<file path="src/include/fps_pkg.sv">
// Purpose: constants shared by the flash host controller
// Assumes: 20 MHz system clock, byte-wide flash data bus
// Notes: register offsets are word addresses on the software port
package fps_pkg;
    // Flash command codes
    localparam logic [7:0] FPS_CMD_PROG_SETUP = 8'h40;
    localparam logic [7:0] FPS_CMD_READ_ARRAY = 8'hff;
    localparam logic [7:0] FPS_CMD_READ_STATUS = 8'h70;
    localparam logic [7:0] FPS_CMD_CLEAR_STATUS = 8'h50;
    localparam logic [7:0] FPS_CMD_SUSPEND = 8'hb0;
    localparam logic [7:0] FPS_CMD_RESUME = 8'hd0;
    localparam logic [7:0] FPS_CMD_BUF_WRITE = 8'he8;
    // Flash status bit positions
    localparam int FPS_SR_READY = 7;
    localparam int FPS_SR_SUSP = 6;
    localparam int FPS_SR_PROG_ERR = 4;
    localparam int FPS_SR_VOLT_ERR = 3;
    localparam int FPS_SR_PROT_ERR = 1;
    localparam int FPS_XSR_BUF_AVAIL = 7;
    // Mask that drops reserved status bits 2 and 0
    localparam logic [7:0] FPS_SR_KEEP = 8'hfa;
    // Mask that drops reserved extended bits 6..0
    localparam logic [7:0] FPS_XSR_KEEP = 8'h80;
    // Software register offsets
    localparam logic [3:0] FPS_REG_CTRL = 4'h0;
    localparam logic [3:0] FPS_REG_ADDR = 4'h1;
    localparam logic [3:0] FPS_REG_WDATA = 4'h2;
    localparam logic [3:0] FPS_REG_STATUS = 4'h3;
    localparam logic [3:0] FPS_REG_RDATA = 4'h4;
    localparam logic [3:0] FPS_REG_IRQ_STAT = 4'h5;
    localparam logic [3:0] FPS_REG_IRQ_MASK = 4'h6;
    localparam logic [3:0] FPS_REG_POWER = 4'h7;
    // Control register operation codes
    localparam logic [2:0] FPS_OP_PROGRAM = 3'h1;
    localparam logic [2:0] FPS_OP_READ = 3'h2;
    localparam logic [2:0] FPS_OP_CLEAR = 3'h3;
    localparam logic [2:0] FPS_OP_SUSPEND = 3'h4;
    localparam logic [2:0] FPS_OP_RESUME = 3'h5;
    localparam logic [2:0] FPS_OP_BUF_QUERY = 3'h6;
    // Interrupt bit positions
    localparam int FPS_IRQ_DONE = 0;
    localparam int FPS_IRQ_ERROR = 1;
    localparam int FPS_IRQ_SUSP = 2;
    // Bus timing, 50 ns per cycle
    localparam int FPS_CLK_NS = 50;
    localparam int FPS_STROBE_NS = 100;
    localparam int FPS_STROBE_CYC = (FPS_STROBE_NS + FPS_CLK_NS - 1) / FPS_CLK_NS;
    localparam int FPS_RESET_NS = 1000;
    localparam int FPS_RESET_CYC = (FPS_RESET_NS + FPS_CLK_NS - 1) / FPS_CLK_NS;
    // Reset values
    localparam logic [7:0] FPS_MASK_RESET = 8'h00;
    localparam logic [7:0] FPS_STATUS_RESET = 8'h80;
endpackage : fps_pkg

</file>
<file path="src/logic/fps_host.sv">
// Purpose: host controller that drives a parallel flash through its pins
// Assumes: pins synchronous to sys_clk_in; software port with one-cycle read
// Notes: one flash bus cycle at a time, each strobe two cycles wide
module fps_host
    import fps_pkg::*;
(
    input wire logic sys_clk_in,
    input wire logic nrst_in,
    // Software register port
    input wire logic [3:0] reg_addr_in,
    input wire logic [31:0] reg_wdata_in,
    input wire logic reg_write_in,
    input wire logic reg_read_in,
    output logic [31:0] reg_rdata_out,
    output logic irq_out,
    // System power indication
    input wire logic system_power_ok_in,
    // Flash pins
    output logic [23:0] flash_addr_out,
    input wire logic [7:0] flash_data_in,
    output logic [7:0] flash_data_out,
    output logic flash_data_oe_out,
    output logic chip_enable_zero_n_out,
    output logic flash_oe_n_out,
    output logic flash_we_n_out,
    output logic reset_powerdown_n_out,
    input wire logic status_pin_in
);
    // Controller states
    typedef enum logic [3:0] {
        ST_IDLE, ST_WR_CMD, ST_WR_DATA, ST_POLL, ST_TOGGLE, ST_CHECK,
        ST_RD_ARRAY_CMD, ST_RD_ARRAY, ST_RESET
    } fps_state_t;

    fps_state_t state;        // Current state
    logic [2:0] op;           // Operation in progress
    logic [23:0] addr;        // Target address register
    logic [7:0] wdata;        // Program data register
    logic [7:0] rdata;        // Last array read
    logic [7:0] flash_status; // Last masked status seen
    logic [7:0] ext_status;   // Last masked extended status
    logic [7:0] irq_stat;     // Sticky event bits
    logic [7:0] irq_mask;     // Interrupt enables
    logic err_seen;           // Error found, clear needed
    logic strobe_go;          // Start one bus strobe
    logic strobe_busy;        // Strobe in progress
    logic strobe_done;        // Last strobe cycle
    logic [4:0] rst_count;    // Reset pulse counter
    logic power_ok_q;         // Power good of last cycle
    logic cmd_phase;          // Second write pending
    logic [7:0] bus_word;     // Byte for the write strobe
    logic is_read;            // Current strobe is a read
    logic go;                 // Software start
    logic events_done, events_err, events_susp, check_exit;

    // Masks the reserved bits of a status byte
    function automatic logic [7:0] fps_keep(input logic [7:0] raw, input logic [7:0] keep);
        fps_keep = raw & keep;
    endfunction : fps_keep

    // Start of a new operation from software
    assign go = reg_write_in && (reg_addr_in == FPS_REG_CTRL) && (state == ST_IDLE)
        && (reg_wdata_in[2:0] != 3'h0);

    // Strobe timing shared by reads and writes
    fps_strobe u_strobe (
        .sys_clk_in(sys_clk_in),
        .nrst_in(nrst_in),
        .start_in(strobe_go),
        .busy_out(strobe_busy),
        .done_out(strobe_done)
    );

    // Launches a strobe on each bus-cycle state entry
    assign strobe_go = !strobe_busy && state != ST_IDLE && state != ST_CHECK
        && state != ST_RESET;

    // Read strobes versus write strobes
    assign is_read = (state == ST_POLL) || (state == ST_TOGGLE) || (state == ST_RD_ARRAY);

    // Main sequencer
    always_ff @(posedge sys_clk_in or negedge nrst_in) begin
        if (!nrst_in) begin
            state <= ST_RESET;
            op <= 3'h0;
            cmd_phase <= 1'b0;
        end else begin
            case (state)
                ST_RESET: begin
                    if (rst_count == 5'h0 && power_ok_q) begin
                        state <= ST_IDLE;
                    end
                end
                ST_IDLE: begin
                    if (!power_ok_q) begin
                        state <= ST_RESET;
                    end else if (go) begin
                        op <= reg_wdata_in[2:0];
                        cmd_phase <= 1'b0;
                        if (reg_wdata_in[2:0] == FPS_OP_READ) begin
                            state <= ST_RD_ARRAY_CMD;
                        end else begin
                            state <= ST_WR_CMD;
                        end
                    end
                end
                ST_WR_CMD: begin
                    if (strobe_done) begin
                        if (op == FPS_OP_PROGRAM) begin
                            state <= ST_WR_DATA;
                        end else if (op == FPS_OP_CLEAR) begin
                            state <= ST_IDLE;
                        end else if (op == FPS_OP_RESUME) begin
                            state <= ST_IDLE;
                        end else begin
                            state <= ST_POLL;
                        end
                    end
                end
                ST_WR_DATA: begin
                    if (strobe_done) begin
                        state <= ST_POLL;
                    end
                end
                ST_POLL, ST_TOGGLE: begin
                    if (strobe_done) begin
                        if (op == FPS_OP_BUF_QUERY) begin
                            state <= ST_IDLE;
                        end else if (flash_data_in[FPS_SR_READY]) begin
                            state <= ST_CHECK;
                        end else begin
                            state <= ST_TOGGLE;
                        end
                    end
                end
                ST_CHECK: begin
                    if (op == FPS_OP_PROGRAM && !status_pin_in) begin
                        state <= ST_TOGGLE;
                    end else begin
                        state <= ST_IDLE;
                    end
                end
                ST_RD_ARRAY_CMD: begin
                    if (strobe_done) begin
                        state <= ST_RD_ARRAY;
                    end
                end
                ST_RD_ARRAY: begin
                    if (strobe_done) begin
                        state <= ST_IDLE;
                    end
                end
                default: begin
                    state <= ST_IDLE;
                end
            endcase
        end
    end

    // Byte placed on the data bus for each write
    always_comb begin
        bus_word = FPS_CMD_READ_ARRAY;
        if (state == ST_WR_CMD) begin
            case (op)
                FPS_OP_PROGRAM: bus_word = FPS_CMD_PROG_SETUP;
                FPS_OP_CLEAR: bus_word = FPS_CMD_CLEAR_STATUS;
                FPS_OP_SUSPEND: bus_word = FPS_CMD_SUSPEND;
                FPS_OP_RESUME: bus_word = FPS_CMD_RESUME;
                FPS_OP_BUF_QUERY: bus_word = FPS_CMD_BUF_WRITE;
                default: bus_word = FPS_CMD_READ_STATUS;
            endcase
        end else if (state == ST_WR_DATA) begin
            bus_word = wdata;
        end
    end

    // Flash pin drivers, registered
    always_ff @(posedge sys_clk_in or negedge nrst_in) begin
        if (!nrst_in) begin
            flash_addr_out <= 24'h0;
            flash_data_out <= 8'h00;
            flash_data_oe_out <= 1'b0;
            chip_enable_zero_n_out <= 1'b1;
            flash_oe_n_out <= 1'b1;
            flash_we_n_out <= 1'b1;
        end else begin
            flash_addr_out <= addr;
            flash_data_out <= bus_word;
            // Select and data outlive the write strobe by one cycle
            flash_data_oe_out <= strobe_busy && !is_read;
            chip_enable_zero_n_out <= !strobe_busy;
            // High-low-high pulse on each read, poll or array
            flash_oe_n_out <= !(strobe_busy && is_read && !strobe_done);
            flash_we_n_out <= !(strobe_busy && !is_read && !strobe_done);
        end
    end

    // Reset pin follows power good and reset pulse
    always_ff @(posedge sys_clk_in or negedge nrst_in) begin
        if (!nrst_in) begin
            rst_count <= 5'(FPS_RESET_CYC);
            power_ok_q <= 1'b0;
            reset_powerdown_n_out <= 1'b0;
        end else begin
            power_ok_q <= system_power_ok_in;
            if (!power_ok_q) begin
                rst_count <= 5'(FPS_RESET_CYC);
            end else if (rst_count != 5'h0) begin
                rst_count <= rst_count - 5'h1;
            end
            reset_powerdown_n_out <= power_ok_q && (rst_count == 5'h0);
        end
    end

    // Captures status, array data and error state
    always_ff @(posedge sys_clk_in or negedge nrst_in) begin
        if (!nrst_in) begin
            flash_status <= FPS_STATUS_RESET;
            ext_status <= 8'h00;
            rdata <= 8'h00;
            err_seen <= 1'b0;
        end else begin
            if (strobe_done && (state == ST_POLL || state == ST_TOGGLE)) begin
                if (op == FPS_OP_BUF_QUERY) begin
                    ext_status <= fps_keep(flash_data_in, FPS_XSR_KEEP);
                end else begin
                    flash_status <= fps_keep(flash_data_in, FPS_SR_KEEP);
                end
            end
            if (strobe_done && state == ST_RD_ARRAY) begin
                rdata <= flash_data_in;
            end
            if (state == ST_CHECK && (flash_status[FPS_SR_PROG_ERR]
                || flash_status[FPS_SR_VOLT_ERR] || flash_status[FPS_SR_PROT_ERR])) begin
                err_seen <= 1'b1;
            end else if (state == ST_WR_CMD && op == FPS_OP_CLEAR) begin
                err_seen <= 1'b0;
            end
        end
    end

    // Event pulses on leaving the check state
    assign check_exit = (state == ST_CHECK) && !(op == FPS_OP_PROGRAM && !status_pin_in);
    // Ops that skip the check state finish on their last strobe
    assign events_done = check_exit || (strobe_done && ((state == ST_WR_CMD
        && (op == FPS_OP_CLEAR || op == FPS_OP_RESUME)) || state == ST_RD_ARRAY
        || (state == ST_POLL && op == FPS_OP_BUF_QUERY)));
    assign events_err = check_exit && (flash_status[FPS_SR_PROG_ERR]
        || flash_status[FPS_SR_VOLT_ERR] || flash_status[FPS_SR_PROT_ERR]);
    assign events_susp = check_exit && (op == FPS_OP_SUSPEND)
        && flash_status[FPS_SR_SUSP];

    // Software registers
    always_ff @(posedge sys_clk_in or negedge nrst_in) begin
        if (!nrst_in) begin
            addr <= 24'h0;
            wdata <= 8'h00;
            irq_mask <= FPS_MASK_RESET;
            irq_stat <= 8'h00;
        end else begin
            if (reg_write_in && reg_addr_in == FPS_REG_ADDR && state == ST_IDLE) begin
                addr <= reg_wdata_in[23:0];
            end
            if (reg_write_in && reg_addr_in == FPS_REG_WDATA && state == ST_IDLE) begin
                wdata <= reg_wdata_in[7:0];
            end
            if (reg_write_in && reg_addr_in == FPS_REG_IRQ_MASK) begin
                irq_mask <= reg_wdata_in[7:0];
            end
            // Set wins over write-one-to-clear
            for (int i = 0; i < 8; i++) begin
                if ((i == FPS_IRQ_DONE && events_done) || (i == FPS_IRQ_ERROR && events_err)
                    || (i == FPS_IRQ_SUSP && events_susp)) begin
                    irq_stat[i] <= 1'b1;
                end else if (reg_write_in && reg_addr_in == FPS_REG_IRQ_STAT
                    && reg_wdata_in[i]) begin
                    irq_stat[i] <= 1'b0;
                end
            end
        end
    end

    // Read data one cycle after the read strobe
    always_ff @(posedge sys_clk_in or negedge nrst_in) begin
        if (!nrst_in) begin
            reg_rdata_out <= 32'h0;
        end else if (reg_read_in) begin
            if (reg_addr_in == FPS_REG_CTRL) begin
                reg_rdata_out <= {28'h0, (state == ST_IDLE), op};
            end else if (reg_addr_in == FPS_REG_ADDR) begin
                reg_rdata_out <= {8'h0, addr};
            end else if (reg_addr_in == FPS_REG_WDATA) begin
                reg_rdata_out <= {24'h0, wdata};
            end else if (reg_addr_in == FPS_REG_STATUS) begin
                reg_rdata_out <= {15'h0, err_seen, ext_status, flash_status};
            end else if (reg_addr_in == FPS_REG_RDATA) begin
                reg_rdata_out <= {24'h0, rdata};
            end else if (reg_addr_in == FPS_REG_IRQ_STAT) begin
                reg_rdata_out <= {24'h0, irq_stat};
            end else if (reg_addr_in == FPS_REG_IRQ_MASK) begin
                reg_rdata_out <= {24'h0, irq_mask};
            end else if (reg_addr_in == FPS_REG_POWER) begin
                reg_rdata_out <= {30'h0, status_pin_in, reset_powerdown_n_out};
            end else begin
                reg_rdata_out <= 32'h0;
            end
        end else begin
            reg_rdata_out <= 32'h0;
        end
    end

    // Level interrupt from unmasked sticky bits
    assign irq_out = |(irq_stat & irq_mask);
endmodule : fps_host

</file>
<file path="src/logic/fps_strobe.sv">
// Purpose: timed strobe generator for flash bus cycles
// Assumes: start is a one-cycle pulse while idle
// Notes: busy holds for a fixed count of cycles after start
module fps_strobe
    import fps_pkg::*;
(
    input wire logic sys_clk_in,
    input wire logic nrst_in,
    input wire logic start_in,
    output logic busy_out,
    output logic done_out
);
    // Cycle counter of the active strobe
    logic [3:0] count;

    // Counts the strobe width plus one release cycle
    always_ff @(posedge sys_clk_in or negedge nrst_in) begin
        if (!nrst_in) begin
            count <= 4'h0;
        end else if (start_in) begin
            count <= 4'(FPS_STROBE_CYC + 1);
        end else if (count != 4'h0) begin
            count <= count - 4'h1;
        end
    end

    assign busy_out = (count != 4'h0);
    assign done_out = (count == 4'h1);
endmodule : fps_strobe
</file>
<file path="config.mk">
export PLATFORM = sky130hd
export DESIGN_NAME = fps_host
export DESIGN_NICKNAME = d
export VERILOG_FILES = /design/src/include/fps_pkg.sv /design/src/logic/fps_host.sv /design/src/logic/fps_strobe.sv
export SDC_FILE = /design/constraint.sdc
export NUM_CORES = 1
export LEC_CHECK = 0
export BUFFER_PORTS_ARGS = -buffer_cell sky130_fd_sc_hd__buf_2
export CAP_MARGIN = 20
export CORE_MARGIN = 4
export CORE_UTILIZATION = 50
export DETAILED_ROUTE_END_ITERATION = 8
export PLACE_DENSITY_LB_ADDON = 0.3
export SLEW_MARGIN = 20
export SYNTH_ARGS = -nofsm -noshare
export SYNTH_HDL_FRONTEND = slang
export SYNTH_SLANG_ARGS = --single-unit
export TNS_END_PERCENT = 10
</file>
<file path="constraint.sdc">
create_clock -name sys_clk_in -period 3.85 [get_ports sys_clk_in]
set_clock_uncertainty 0.1 [all_clocks]
set_input_delay 0.1925 -clock sys_clk_in [delete_from_list [all_inputs] [get_ports sys_clk_in]]
set_output_delay 0.1925 -clock sys_clk_in [all_outputs]
set_load 0.02 [all_outputs]
</file>
* Yosys cells after proc, flatten, opt, wreduce, memory -nomap -nowiden
Cells that the tools add are included.
Operators by class: $add $sub $neg 2, eq/ne operators 32, muxes and demuxes 40, bitwise gates (word level) 2, reduce and logical (&&, ||, !) cells 65
Operators by type and width (count):
- two-way mux 24 bit | 2
- two-way mux 4 bit | 10
- two-way mux 8 bit | 5
- case mux 8 bit (5 select lines) | 1
- two-way mux 17 bit | 2
- equality test 4 x 3 -> 1 bit (second input constant) | 8
- logical AND 1 bit | 32
- two-way mux 32 bit | 1
- case mux 4 bit (8 select lines) | 1
- equality test 4 x 2 -> 1 bit (second input constant) | 4
- equality test 4 x 1 -> 1 bit (second input constant) | 3
- inequality test 2 bit (second input constant) | 6
- two-way mux 5 bit | 2
- nonzero test 2 bit | 5
- equality test 3 bit (second input constant) | 3
- two-way mux 1 bit | 9
- two-way mux 3 bit | 3
- AND 3 x 8 -> 8 bit | 1
- zero test 4 bit | 2
- logical OR 1 bit | 8
- two-way mux 2 bit | 4
- nonzero test 4 bit | 2
- OR reduction 8 bit | 1
- zero test 1 bit | 7
- 17 further kinds | 19
Word-level totals: register bits 145, input bits 50, output and inout port bits 70, logic and storage cells 164

* Depth between registers and ports, before layout
Gate-level depths: netlist of run 1.
depth after elaboration 10, gate-level depth with buffers 7, mapped depth without buffers 7

* By module
From an unflattened synthesis of run 1, not the netlist that was laid out.
Unflattened totals: cell total of the unflattened synthesis 455, area total of the unflattened synthesis 5841.9 µm²
Modules (own cells, without submodules):
- fps_host | instances 1, cells each 430, area an instance 5581.6 µm², seq. area each 3337.0 µm²
- fps_strobe | instances 1, cells each 25, area an instance 260.2 µm², seq. area each 100.1 µm²

* Worst setup path before layout of run 1
Ideal clock, no wire load.
kind reg2reg, from register rst_count[0], to register state[0], library setup time 0.125 ns, arrival time 1.801 ns, data required time 3.625 ns, setup slack 1.825 ns, cell stages (with the launch flop) 8, buffers on the path 0, period minus slack after synthesis 2.025 ns, cell sequence dfrtp_1 -> inv_1 -> ha_1 -> nor4b_4 -> nand2_1 -> and4_1 -> nor3_4 -> mux2_2
On the way: longest elaborated chain between the ends 4
RTL lines:
- start, declared | RTL line fps_host.sv:48 | logic [4:0] rst_count;
- start signal, assigned | RTL line fps_host.sv:201 | rst_count <= 5'(FPS_RESET_CYC);
- start signal, assigned | RTL line fps_host.sv:207 | rst_count <= 5'(FPS_RESET_CYC);
- start signal, assigned | RTL line fps_host.sv:209 | rst_count <= rst_count - 5'h1;
- zero test 5 bit | RTL line fps_host.sv:90 | if (rst_count == 5'h0 && power_ok_q) begin
- logical AND 1 bit | RTL line fps_host.sv:90
- inequality test 2 bit (no line)
- AND reduction 7 bit (no line)
- end signal, assigned | RTL line fps_host.sv:91 | state <= ST_IDLE;
- end signal, assigned | RTL line fps_host.sv:96 | state <= ST_RESET;
- end signal, assigned | RTL line fps_host.sv:101 | state <= ST_RD_ARRAY_CMD;
- end, declared | RTL line fps_host.sv:35 | fps_state_t state;
Every way passes these cells. A chain may end at the register's enable or synchronous reset.

* Worst setup path after layout of run 1
from register state[2], to register flash_status[5]
On the way: longest elaborated chain between the ends 4, elaborated cells on any way between the ends 5, classes of those cells eq/ne (2); reduce/logical (3)
RTL lines:
- start signal, assigned | RTL line fps_host.sv:84 | state <= ST_RESET;
- start signal, assigned | RTL line fps_host.sv:91
- start signal, assigned | RTL line fps_host.sv:96
- equality test 4 x 2 -> 1 bit or equality test 4 x 3 -> 1 bit (tied branches) | RTL line fps_host.sv:223 | if (strobe_done && (state == ST_POLL || state == ST_TOGGLE)) begin
- logical OR 1 bit * | RTL line fps_host.sv:223
- logical AND 1 bit * | RTL line fps_host.sv:223
- AND reduction 2 bit (no line) *
- end signal, assigned | RTL line fps_host.sv:227 | flash_status <= fps_keep(flash_data_in, FPS_SR_KEEP);
- end, declared | RTL line fps_host.sv:40 | logic [7:0] flash_status;
Every way passes the cells marked *; elsewhere a longest branch is shown, timed or not.

==> flow_metrics.env, run 1 <==
export IMPL_row_count=38
export IMPL_start_util=0.5201
export IMPL_layout_cells_non_filler=752
export IMPL_wl_per_cell_um=17.40
export IMPL_ir_drop_mv=0.5264
export IMPL_yosysTopAreaCellShare=0.5671
export IMPL_worst_slew_pin_slew_ns=0.9474
export IMPL_status="completed"
export IMPL_dp_cells=690
export IMPL_cts_buffer_depth=2
export IMPL_synth_edff_count=0
export IMPL_grt_usage=0.2092
export IMPL_drc_errors=0
export IMPL_worst_endpoint_arrival_ns=2.66
export IMPL_final_max_slew_viol_count=0
export IMPL_synth_area_top_cells="dfrtp_1 (57%), mux2_2 (12%), dfstp_2 (3.2%), nand2_1 (2.4%), a21oi_1 (1.7%)"
export IMPL_rrSetupSlack_ns=1.38
export IMPL_antenna_found_initial=0
export IMPL_worst_path_stages=5
export IMPL_yosysSeqAreaShare=0.5991
export IMPL_clkTransAtPathRegs_ns=0.06
export IMPL_drtIter0Drc=446
export IMPL_die_area_um2=13250
export IMPL_die_h_um=115.1
export IMPL_end_kind="flop"
export IMPL_io_pins=120
export IMPL_finalNetCount=653
export IMPL_async_reset_ff_frac=1.000
export IMPL_slew_headroom=0.3684
export IMPL_hold_violations=0
export IMPL_grt_pass1_vias=4206
export IMPL_p_leak_uw=0.003609
export IMPL_tns_ns=0
export IMPL_overflow=0
export IMPL_drive_gt1_frac=0.3464
export IMPL_path_cells="or3b_2, a21oi_1, nand3_1, nor2_4, mux2_2"
export IMPL_critPathTopFamily="simple AND/OR/NAND/NOR gates"
export IMPL_clkSinkCount=137
export IMPL_via_count=4162
export IMPL_core_um2=11030
export IMPL_worstSetupStartpoint="state[2]"
export IMPL_die_x_um=115.1
export IMPL_path_class="reg2reg"
export IMPL_dp_slack_ns=1.475
export IMPL_cts_tree="built"
export IMPL_synth_distinct_cells=61
export IMPL_cts_buffers=17
export IMPL_areaGrowthSynthToFinish_pct=26.70
export IMPL_drt_total_wl_mm=13.09
export IMPL_fin_ws_ns=1.384
export IMPL_grt_max_degree=122
export IMPL_rsz0062_at_grt="no"
export IMPL_drt_pre_antenna_iters=6
export IMPL_synth_area_per_cell_um2=12.31
export IMPL_cp_max_fo=16
export IMPL_syn_cell_area_um2=5737
export IMPL_reg2reg_depth=5
export IMPL_final_period_utilization=0.6406
export IMPL_drv_cap=0
export IMPL_ys_ff_latch=137
export IMPL_final_antenna_net_count=0
export IMPL_synth_top_area_cell="dfrtp_1"
export IMPL_min_path_type="in2reg"
export IMPL_critical_path_buf_inv_count=0
export IMPL_cts_root_buffer="clkbuf_16"
export IMPL_yosysWarningCount=0
export IMPL_dp_hpwl_mm=8.895
export IMPL_htree_num_levels=4
export IMPL_grt_pass1_wl_mm=21.26
export IMPL_cp_start_kind="flop"
export IMPL_clk_latency_ns=0.42
export IMPL_min_period_ns=2.466
export IMPL_endpoint="flash_status[5]"
export IMPL_gp_congestion=0.8819
export IMPL_fmax_mhz=405.5
export IMPL_regToRegEndpoint="flash_status[5]"
export IMPL_worstReg2RegStart="state[2]"
export IMPL_io_buffers=103
export IMPL_p_per_area_nw_per_um2=757.5
export IMPL_required_ns=4.05
export IMPL_postCtsSetupRepairBufs=0
export IMPL_synth_flop_cell="dfrtp_1"
export IMPL_n_antenna_cell=0
export IMPL_setup_viol=0
export IMPL_avgViaCountPerCell=5.535
export IMPL_syn_inst=466
export IMPL_crit_slowest_cell="dfrtp_1"
export IMPL_cpPeakStageDelay_ns=0.64
==> report_power, final <==
part	switching, uW	internal, uW
Combinational	826	635
Sequential	379	1960
Clock	602	1110
Total	1810	3700
==> cell type report <==
class	instances	area [um2]
timing repair buffer	136	847.1
multi-input combinational	291	2115
clock inverter	9	136.4
sequential	137	3437
tap	140	175.2
clock buffer	23	498.0
fill	852	3762
inverter	16	60.06
==> worst reg2reg max path: cells and delay by family (launching register included) <==
| family | cells | cell delay [ns] |
|---|---|---|
| AOI/OAI and AO/OA | 1 | 0.21 |
| DFF | 1 | 0.64 |
| muxes | 1 | 0.38 |
| and+or+nand+nor | 3 | 1.03 |
==> worst min path at each step <==
stage,startpoint,depth (start not counted),end
after floorplan,nrst_in,0,addr[0]
after global placement,system_power_ok_in,1,power_ok_q
after detailed placement,system_power_ok_in,1,power_ok_q
after CTS,flash_data_in[7],2,ext_status[7]
after global routing,flash_data_in[7],2,flash_status[7]
final,flash_data_in[7],2,rdata[7]
==> through the flow <==
stage	area [um2]	util	hold slack [ns]	power, uW
6_report	7268	0.6589	0.04094	5506
5_1_grt	7268	0.6589	0.02456	5815
4_1_cts	7266	0.6587	0.008063	5534
3_5_place_dp	6331	0.5740	0.2119	3788
3_3_place_gp	6331	0.5740	0.2088	3718
2_1_floorplan	5763	-	-0.2031	3284
==> cells by family (layout without fill, tap and decap cells) <==
kind of cell | count (synthesis) | count (layout) | synth area share
fa+ha+maj | 4 | 4 | 0.008724
xor+xnor | 3 | 3 | 0.004581
flops | 137 | 137 | 0.5991
mux | 68 | 68 | 0.1346
compound gates | 74 | 74 | 0.08484
simple gates | 134 | 134 | 0.1306
other cells | 1 | 8 | 0.0006537
buf+inv | 45 | 184 | 0.03686
==> layer usage <==
metal	global-route usage	wire length, um
met1	0.2792	5658
met3	0.06158	1029
met2	0.3229	6137
met4	0.08529	260
met5	0	0
==> Yosys cell counts (2+ instances only) <==
master     count
nor4_1         2
a32o_1         2
o211ai_1       2
nor3_1        15
o2111ai_1      4
nand2b_1       6
buf_4          8
nor2_1        26
nor2b_1        5
nand3b_1       2
dfrtp_1      130
a31oi_1        2
a211o_1        4
nand2_1       36
a21o_1         3
or3_1          4
ha_1           4
nand4_1        3
mux2i_1        7
nand3_1        7
dfstp_2        7
buf_2          4
o22a_1         3
inv_1         16
a21boi_0       2
o31ai_1        2
o21ai_0       18
xnor2_1        2
nor4_4         2
clkbuf_1      15
a21oi_1       20
o22ai_1        2
and3_1        14
mux2_2        59
a211oi_1       2
==> repair_timing <==
item                                   CTS  global route
endpoints found under the hold margin  163             0
setup endpoints to repair                0             0
hold buffers                            30             0
gates resized for setup                  0             0
==> flip-flops by register name, indices dropped and copies added (netlist names), 6 cells and up <==
signal / count
addr: 24
flash_addr_out: 24
reg_rdata_out: 24
flash_data_out: 8
irq_mask: 8
rdata: 8
wdata: 8
flash_status: 6
==> layout by cell type, fill, tap and decap left out, drive strengths merged, types with 3 or more instances in the layout <==
master	n
a211o	4
a21boi	3
a21o	3
a21oi	20
and3	14
buf	105
bufinv	3
clkbuf	24
clkinv	3
conb	8
dfrtp	130
dfstp	7
dlygate4sd3	30
ha	4
inv	17
mux2	60
mux2i	7
nand2	36
nand2b	6
nand3	7
nand4	3
nor2	27
nor2b	5
nor3	17
nor4	4
o2111ai	4
o21ai	18
o22a	3
or3	4
Note: power is estimated with default switching activity, not from simulation.
==> inputs of run 2 (changes only) <==
ABC_AREA = 1   (was unset)
clock period = 2.4 ns   (was 3.85 ns; I/O delays follow)
==> run 2 against run 1 <==
Compared with the run above:
- sequential cell count did not move
- setup slack got worse by 0.91 ns
- sequential power rose by 44%
- global-route usage rose by 0.65 points
- critical path depth did not move
- sequential share of layout area fell by 0.11 points
- cell area rose by 0.22%
- highest routed layer unchanged
==> flow_metrics.env, run 2 <==
export IMPL_status="completed"
export IMPL_cpPeakStageDelay_ns=0.42
export IMPL_cp_max_fo=46
export IMPL_grt_pass1_wl_mm=22.00
export IMPL_io_buffers=103
export IMPL_path_cells="nor2_2, nand2_2, nor2_4, nand2_4, mux2_4"
export IMPL_grt_max_degree=58
export IMPL_worst_slew_pin_slew_ns=0.5513
export IMPL_reg_top3="addr (24), flash_addr_out (24), reg_rdata_out (24)"
export IMPL_drt_pre_antenna_iters=5
export IMPL_hold_violations=0
export IMPL_fmax_mhz=518.5
export IMPL_syn_cell_area_um2=5741
export IMPL_yosysSeqAreaShare=0.5987
export IMPL_postCtsSetupRepairBufs=0
export IMPL_path_class="reg2reg"
export IMPL_drtIter0Drc=457
export IMPL_fillers=896
export IMPL_overflow=0
export IMPL_crit_slowest_cell="dfrtp_1"
export IMPL_slew_headroom=0.6315
export IMPL_cts_root_buffer="clkbuf_16"
export IMPL_worst_path_stages=5
export IMPL_cts_buffers=17
export IMPL_register_area_um2=3437
export IMPL_n_antenna_cell=0
export IMPL_ir_drop_mv=0.6327
export IMPL_worst_endpoint_arrival_ns=2.13
export IMPL_final_max_slew_viol_count=0
export IMPL_synth_edff_count=0
export IMPL_drt_total_wl_mm=13.50
export IMPL_layout_commonest_cell="dfrtp_1"
export IMPL_dp_hpwl_mm=9.371
export IMPL_critPathTopFamily="simple AND/OR/NAND/NOR gates"
export IMPL_tns_ns=0
export IMPL_synth_most_common_cell="dfrtp_1"
export IMPL_clkSinkCount=137
export IMPL_htree_num_levels=4
export IMPL_yosysWarningCount=0
export IMPL_finalNetCount=799
export IMPL_drc_errors=0
export IMPL_critical_path_buf_inv_count=0
export IMPL_final_cell_mix="dfrtp_1 (130), nand2_1 (121), buf_2 (102)"
export IMPL_die_h_um=115.2
export IMPL_p_per_area_nw_per_um2=1093
export IMPL_layout_cells_non_filler=898
export IMPL_setup_viol=0
export IMPL_worstReg2RegStart="state[2]"
export IMPL_dp_cells=834
export IMPL_gr_usage_met2=0.3407
export IMPL_endpoint="addr[16]"
export IMPL_min_path_type="in2reg"
export IMPL_final_period_utilization=0.8036
export IMPL_end_kind="flop"
export IMPL_grt_usage=0.2157
export IMPL_multi_input_area_um2=1881
export IMPL_regToRegEndpoint="addr[16]"
export IMPL_avgViaCountPerCell=5.029
export IMPL_synth_commonest_cells="dfrtp_1 (130), nand2_1 (121), inv_1 (74)"
export IMPL_grtUsageMet1=0.2940
export IMPL_reg2reg_depth=5
export IMPL_grt_pass1_vias=4355
export IMPL_clk_latency_ns=0.41
export IMPL_rrSetupSlack_ns=0.47
export IMPL_required_ns=2.60
export IMPL_yosysTopAreaCellShare=0.5667
export IMPL_drive_gt1_frac=0.2533
export IMPL_use_met3=0.04947
export IMPL_min_period_ns=1.929
export IMPL_cts_buffer_depth=2
export IMPL_cp_start_kind="flop"
export IMPL_io_pins=120
export IMPL_syn_inst=599
export IMPL_synth_area_per_cell_um2=9.583
export IMPL_hold_path_depth=3
export IMPL_synth_top_area_cell="dfrtp_1"
export IMPL_rsz0062_at_grt="no"
export IMPL_antenna_found_initial=0
export IMPL_synth_area_top_cells="dfrtp_1 (57%), nand2_1 (7.9%), inv_1 (4.8%), nor2_1 (3.8%), dfstp_2 (3.2%)"
export IMPL_wl_per_cell_um=15.04
export IMPL_total_power_uw=7961
export IMPL_synth_distinct_cells=39
export IMPL_worstSetupStartpoint="state[2]"
export IMPL_grt_busiest_layer="met2"
export IMPL_synth_flop_cell="dfrtp_1"
export IMPL_gp_congestion=0.9107
export IMPL_design_area_um2=7284
export IMPL_die_x_um=115.2
export IMPL_ys_ff_latch=137
export IMPL_place_area_um2=6351
export IMPL_row_count=38
export IMPL_final_antenna_net_count=0
export IMPL_start_util=0.5204
export IMPL_via_count=4516
export IMPL_clkTransAtPathRegs_ns=0.06
export IMPL_die_area_um2=13260
export IMPL_p_leak_uw=0.003809
export IMPL_cts_tree="built"
export IMPL_drv_cap=0
export IMPL_areaGrowthSynthToFinish_pct=26.90
export IMPL_async_reset_ff_frac=1.000
export IMPL_core_um2=11030
run 2: cell count changes in the layout (fill, tap and decap cells not counted), moves of 14 or more:
cell,delta
nand3_1,+23
mux2_2,-57
o21ai_0,+18
o21ai_2,+19
inv_1,+58
and3_1,-14
nor2_1,+32
nand2_1,+85
run 2: what timing repair did:
action / CTS / global route
resized for setup: 0 / 0
endpoints found under the hold margin: 92 / 0
hold buffers: 32 / 0
run 2: how the worst min path moves through the flow:
stage	from	endpoint
2_1_floorplan	nrst_in	addr[0]
3_3_place_gp	nrst_in	flash_addr_out[18]
3_5_place_dp	nrst_in	flash_addr_out[18]
4_1_cts	reg_wdata_in[2]	wdata[2]
5_1_grt	reg_wdata_in[2]	irq_mask[2]
6_report	reg_wdata_in[2]	wdata[2]
run 2: cell type report:
class,instances,share of cell area
flip-flops and latches,137,0.4718
multi-input cells,371,0.2582
repair buffers,138,0.1199
clock buffers,17,0.05840
inverters,80,0.04191
clock inverters,15,0.02576
well taps,140,0.02405
run 2: routing by layer:
| metal | routed length [um] | up-vias |
|---|---|---|
| met3 | 822 | 14 |
| met1 | 5942 | 2128 |
| met4 | 210 | 0 |
| met5 | 0 | - |
| li1 | - | 2208 |
| met2 | 6528 | 166 |
run 2: cell families (layout without fill, tap and decap cells):
group	count (synthesis)	count (layout)	share of synthesized area
muxes	4	4	0.009154
AOI/OAI and AO/OA	113	113	0.1168
DFF	137	137	0.5987
buffers and inverters	98	250	0.07825
adders and majority gates	4	4	0.008719
and+or+nand+nor	241	241	0.1861
other	1	8	0.0006533
xor gates and xnor gates	1	1	0.001526
run 2: stage by stage:
stage | utilization | hold WS [ns] | setup WS (ns)
4_1_cts | 0.6604 | 0.02134 | 0.4786
2_1_floorplan | - | -0.2756 | 0.9433
3_3_place_gp | 0.5758 | 0.02229 | 0.5332
3_5_place_dp | 0.5758 | 0.02977 | 0.4981
5_1_grt | 0.6604 | 0.04417 | 0.3278
6_report | 0.6604 | 0.02081 | 0.4715
run 2: power by group:
part / total, uW / leakage [uW] / internal (uW) / switching, uW
logic: 1930 / 0.00189 / 674 / 1250
clock network: 2670 / 0.000297 / 1650 / 1020
registers: 3360 / 0.00162 / 2970 / 384
run 2: worst min-delay path: stages:
cell and delay [ns]:
buf_2 0.10, inv_1 0.13, o21ai_2 0.15
==> inputs of run 3 (changes only) <==
CORE_UTILIZATION = 49   (was 50)
clock period = 1.6 ns   (was 2.4 ns; I/O delays follow)
==> run 3 against run 2 <==
Compared with the run above:
- sequential share of layout area shrank 2.4 points
- sequential cell count stayed put
- combinational power increased by 71%
- register-to-register slack worse by 0.46 ns
- routed wire length grew 3.3%
- hold slack gained 0.0077 ns
- die area rose by 1.9%
- global-route usage decreased by 0.44 points
- count of clock-buffer cells in the layout rose by 2
- core utilization increased by 1.1 points
- critical path type unchanged
- critical endpoint is now flash_status[5]
- largest power group unchanged
==> flow_metrics.env, run 3 (synthesis gave the netlist of run 2 again) <==
export IMPL_die_area_um2=13510
export IMPL_die_x_um=116.2
export IMPL_final_max_slew_viol_count=0
export IMPL_row_count=39
export IMPL_cp_max_fo=12
export IMPL_cts_buffer_depth=2
export IMPL_dp_slack_ns=0.02275
export IMPL_whs_ns=0.02853
export IMPL_p_per_area_nw_per_um2=1652
export IMPL_use_met3=0.04456
export IMPL_drt_total_wl_mm=13.95
export IMPL_clkTransAtPathRegs_ns=0.06
export IMPL_required_ns=1.81
export IMPL_io_pins=120
export IMPL_grt_pass1_vias=4550
export IMPL_cp_start_kind="flop"
export IMPL_via_count=4704
export IMPL_p_leak_uw=0.003986
export IMPL_design_area_um2=7667
export IMPL_final_cell_mix="dfrtp_1 (130), nand2_1 (116), buf_2 (102)"
export IMPL_grt_max_degree=68
export IMPL_critical_path_buf_inv_count=2
export IMPL_cts_buffers=17
export IMPL_overflow=0
export IMPL_clkSinkCount=137
export IMPL_final_period_utilization=0.9928
export IMPL_place_area_um2=6505
export IMPL_grtUsageMet1=0.2790
export IMPL_core_um2=11420
export IMPL_hold_violations=0
export IMPL_rsz0062_at_grt="yes"
export IMPL_start_util=0.5027
export IMPL_n_antenna_cell=0
export IMPL_tns_ns=0
export IMPL_wl_per_cell_um=15.04
export IMPL_worst_slew_pin_slew_ns=0.5423
export IMPL_cts_root_buffer="clkbuf_16"
export IMPL_drtIter0Drc=481
export IMPL_worst_endpoint_arrival_ns=1.79
export IMPL_drc_errors=0
export IMPL_avgViaCountPerCell=5.074
export IMPL_clk_latency_ns=0.41
export IMPL_path_class="reg2reg"
export IMPL_min_period_ns=1.588
export IMPL_gp_congestion=0.9616
export IMPL_die_h_um=116.2
export IMPL_htree_num_levels=4
export IMPL_fin_ws_ns=0.01155
export IMPL_ir_drop_mv=1.351
export IMPL_gr_usage_met2=0.3352
export IMPL_cts_tree="built"
export IMPL_path_cells="nor2_2, inv_1, o21ai_4, nand3_2, buf_12, nand2_1, o21ai_2"
export IMPL_cpPeakStageDelay_ns=0.41
export IMPL_critPathTopFamily="flip-flops"
export IMPL_drv_cap=0
export IMPL_end_kind="flop"
export IMPL_areaGrowthSynthToFinish_pct=33.57
export IMPL_reg_top3="addr (24), flash_addr_out (24), reg_rdata_out (24)"
export IMPL_io_buffers=103
export IMPL_fmax_mhz=629.5
export IMPL_status="completed"
export IMPL_fillers=881
export IMPL_min_path_type="in2reg"
export IMPL_grt_usage=0.2113
export IMPL_drt_pre_antenna_iters=5
export IMPL_setup_viol=0
export IMPL_crit_slowest_cell="dfrtp_1"
export IMPL_slew_headroom=0.6376
export IMPL_grt_busiest_layer="met2"
export IMPL_drive_gt1_frac=0.2934
export IMPL_final_antenna_net_count=0
export IMPL_dp_hpwl_mm=9.426
export IMPL_finalNetCount=825
export IMPL_grt_pass1_wl_mm=22.07
export IMPL_post_route_util=0.6715
export IMPL_layout_commonest_cell="dfrtp_1"
export IMPL_antenna_found_initial=0
[run 3: cell count changes in the layout (fill, tap and decap cells not counted), moves of 5 or more]
cell / delta
buf_4: +17
dlygate4sd3_1: +5
inv_1: -5
inv_2: +5
nand2_1: -5
nor2_1: -5
o21ai_0: -5
o21ai_1: +5
[run 3: cell type report]
type / instances / area, um2 / share of cell area
Multi-Input combinational cell: 371 / 1966 / 0.2564
Sequential cell: 137 / 3437 / 0.4483
Inverter: 80 / 305.3 / 0.03982
Tap cell: 143 / 178.9 / 0.02334
Clock buffer: 19 / 442.9 / 0.05777
Timing Repair Buffer: 164 / 1124 / 0.1465
Clock inverter: 13 / 214.0 / 0.02790
[run 3: worst paths after layout]
check                           depth (start not counted)                  to  slack (ns)          from
worst max-delay path                                    7     flash_status[5]        0.01      state[1]
worst min-delay path                                    5            state[0]        0.03  reg_write_in
worst max register to register                          7     flash_status[5]        0.01      state[1]
worst min register to register                          0  flash_addr_out[14]        0.27      addr[14]
max in group asynchronous                               3    reg_rdata_out[9]        0.70       nrst_in
min in group asynchronous                               3        rst_count[0]        0.14       nrst_in
[run 3: worst register-to-register path: cells and delay by family (launching register included)]
| family | cells | cell delay (ns) |
|---|---|---|
| AO/OA/AOI/OAI | 2 | 0.28 |
| AND/OR/NAND/NOR | 3 | 0.36 |
| buffers and inverters | 2 | 0.33 |
| flip-flops | 1 | 0.41 |
[run 3: stage by stage]
step | power [uW] | std cells
after floorplan | 6900 | 606
after global placement | 7929 | 852
after detailed placement | 8033 | 852
after CTS | 12480 | 921
after global routing | 13340 | 927
final | 12670 | 927
[run 3: layer usage]
layer,vias up,part of all wire,routed length [um]
met5,-,0,0
met4,0,0.034,471
met3,35,0.060,838
met2,170,0.48,6685
met1,2238,0.43,5950
li1,2261,-,-
[run 3: repair_timing]
item                                    in CTS  in global routing
endpoints found under the setup margin       3                 45
endpoints found under the hold margin      197                  0
gates cloned                                 0                  0
gates resized for setup                      1                 31
pin swaps                                    0                 12
hold buffers                                37                  0
setup buffers                                0                  6
[run 3: report_power, final]
group / switching [uW] / internal (uW) / total [uW]
Combinational: 2070 / 1240 / 3300
Clock: 1500 / 2830 / 4330
Sequential: 569 / 4460 / 5030
Total: 4140 / 8530 / 12700
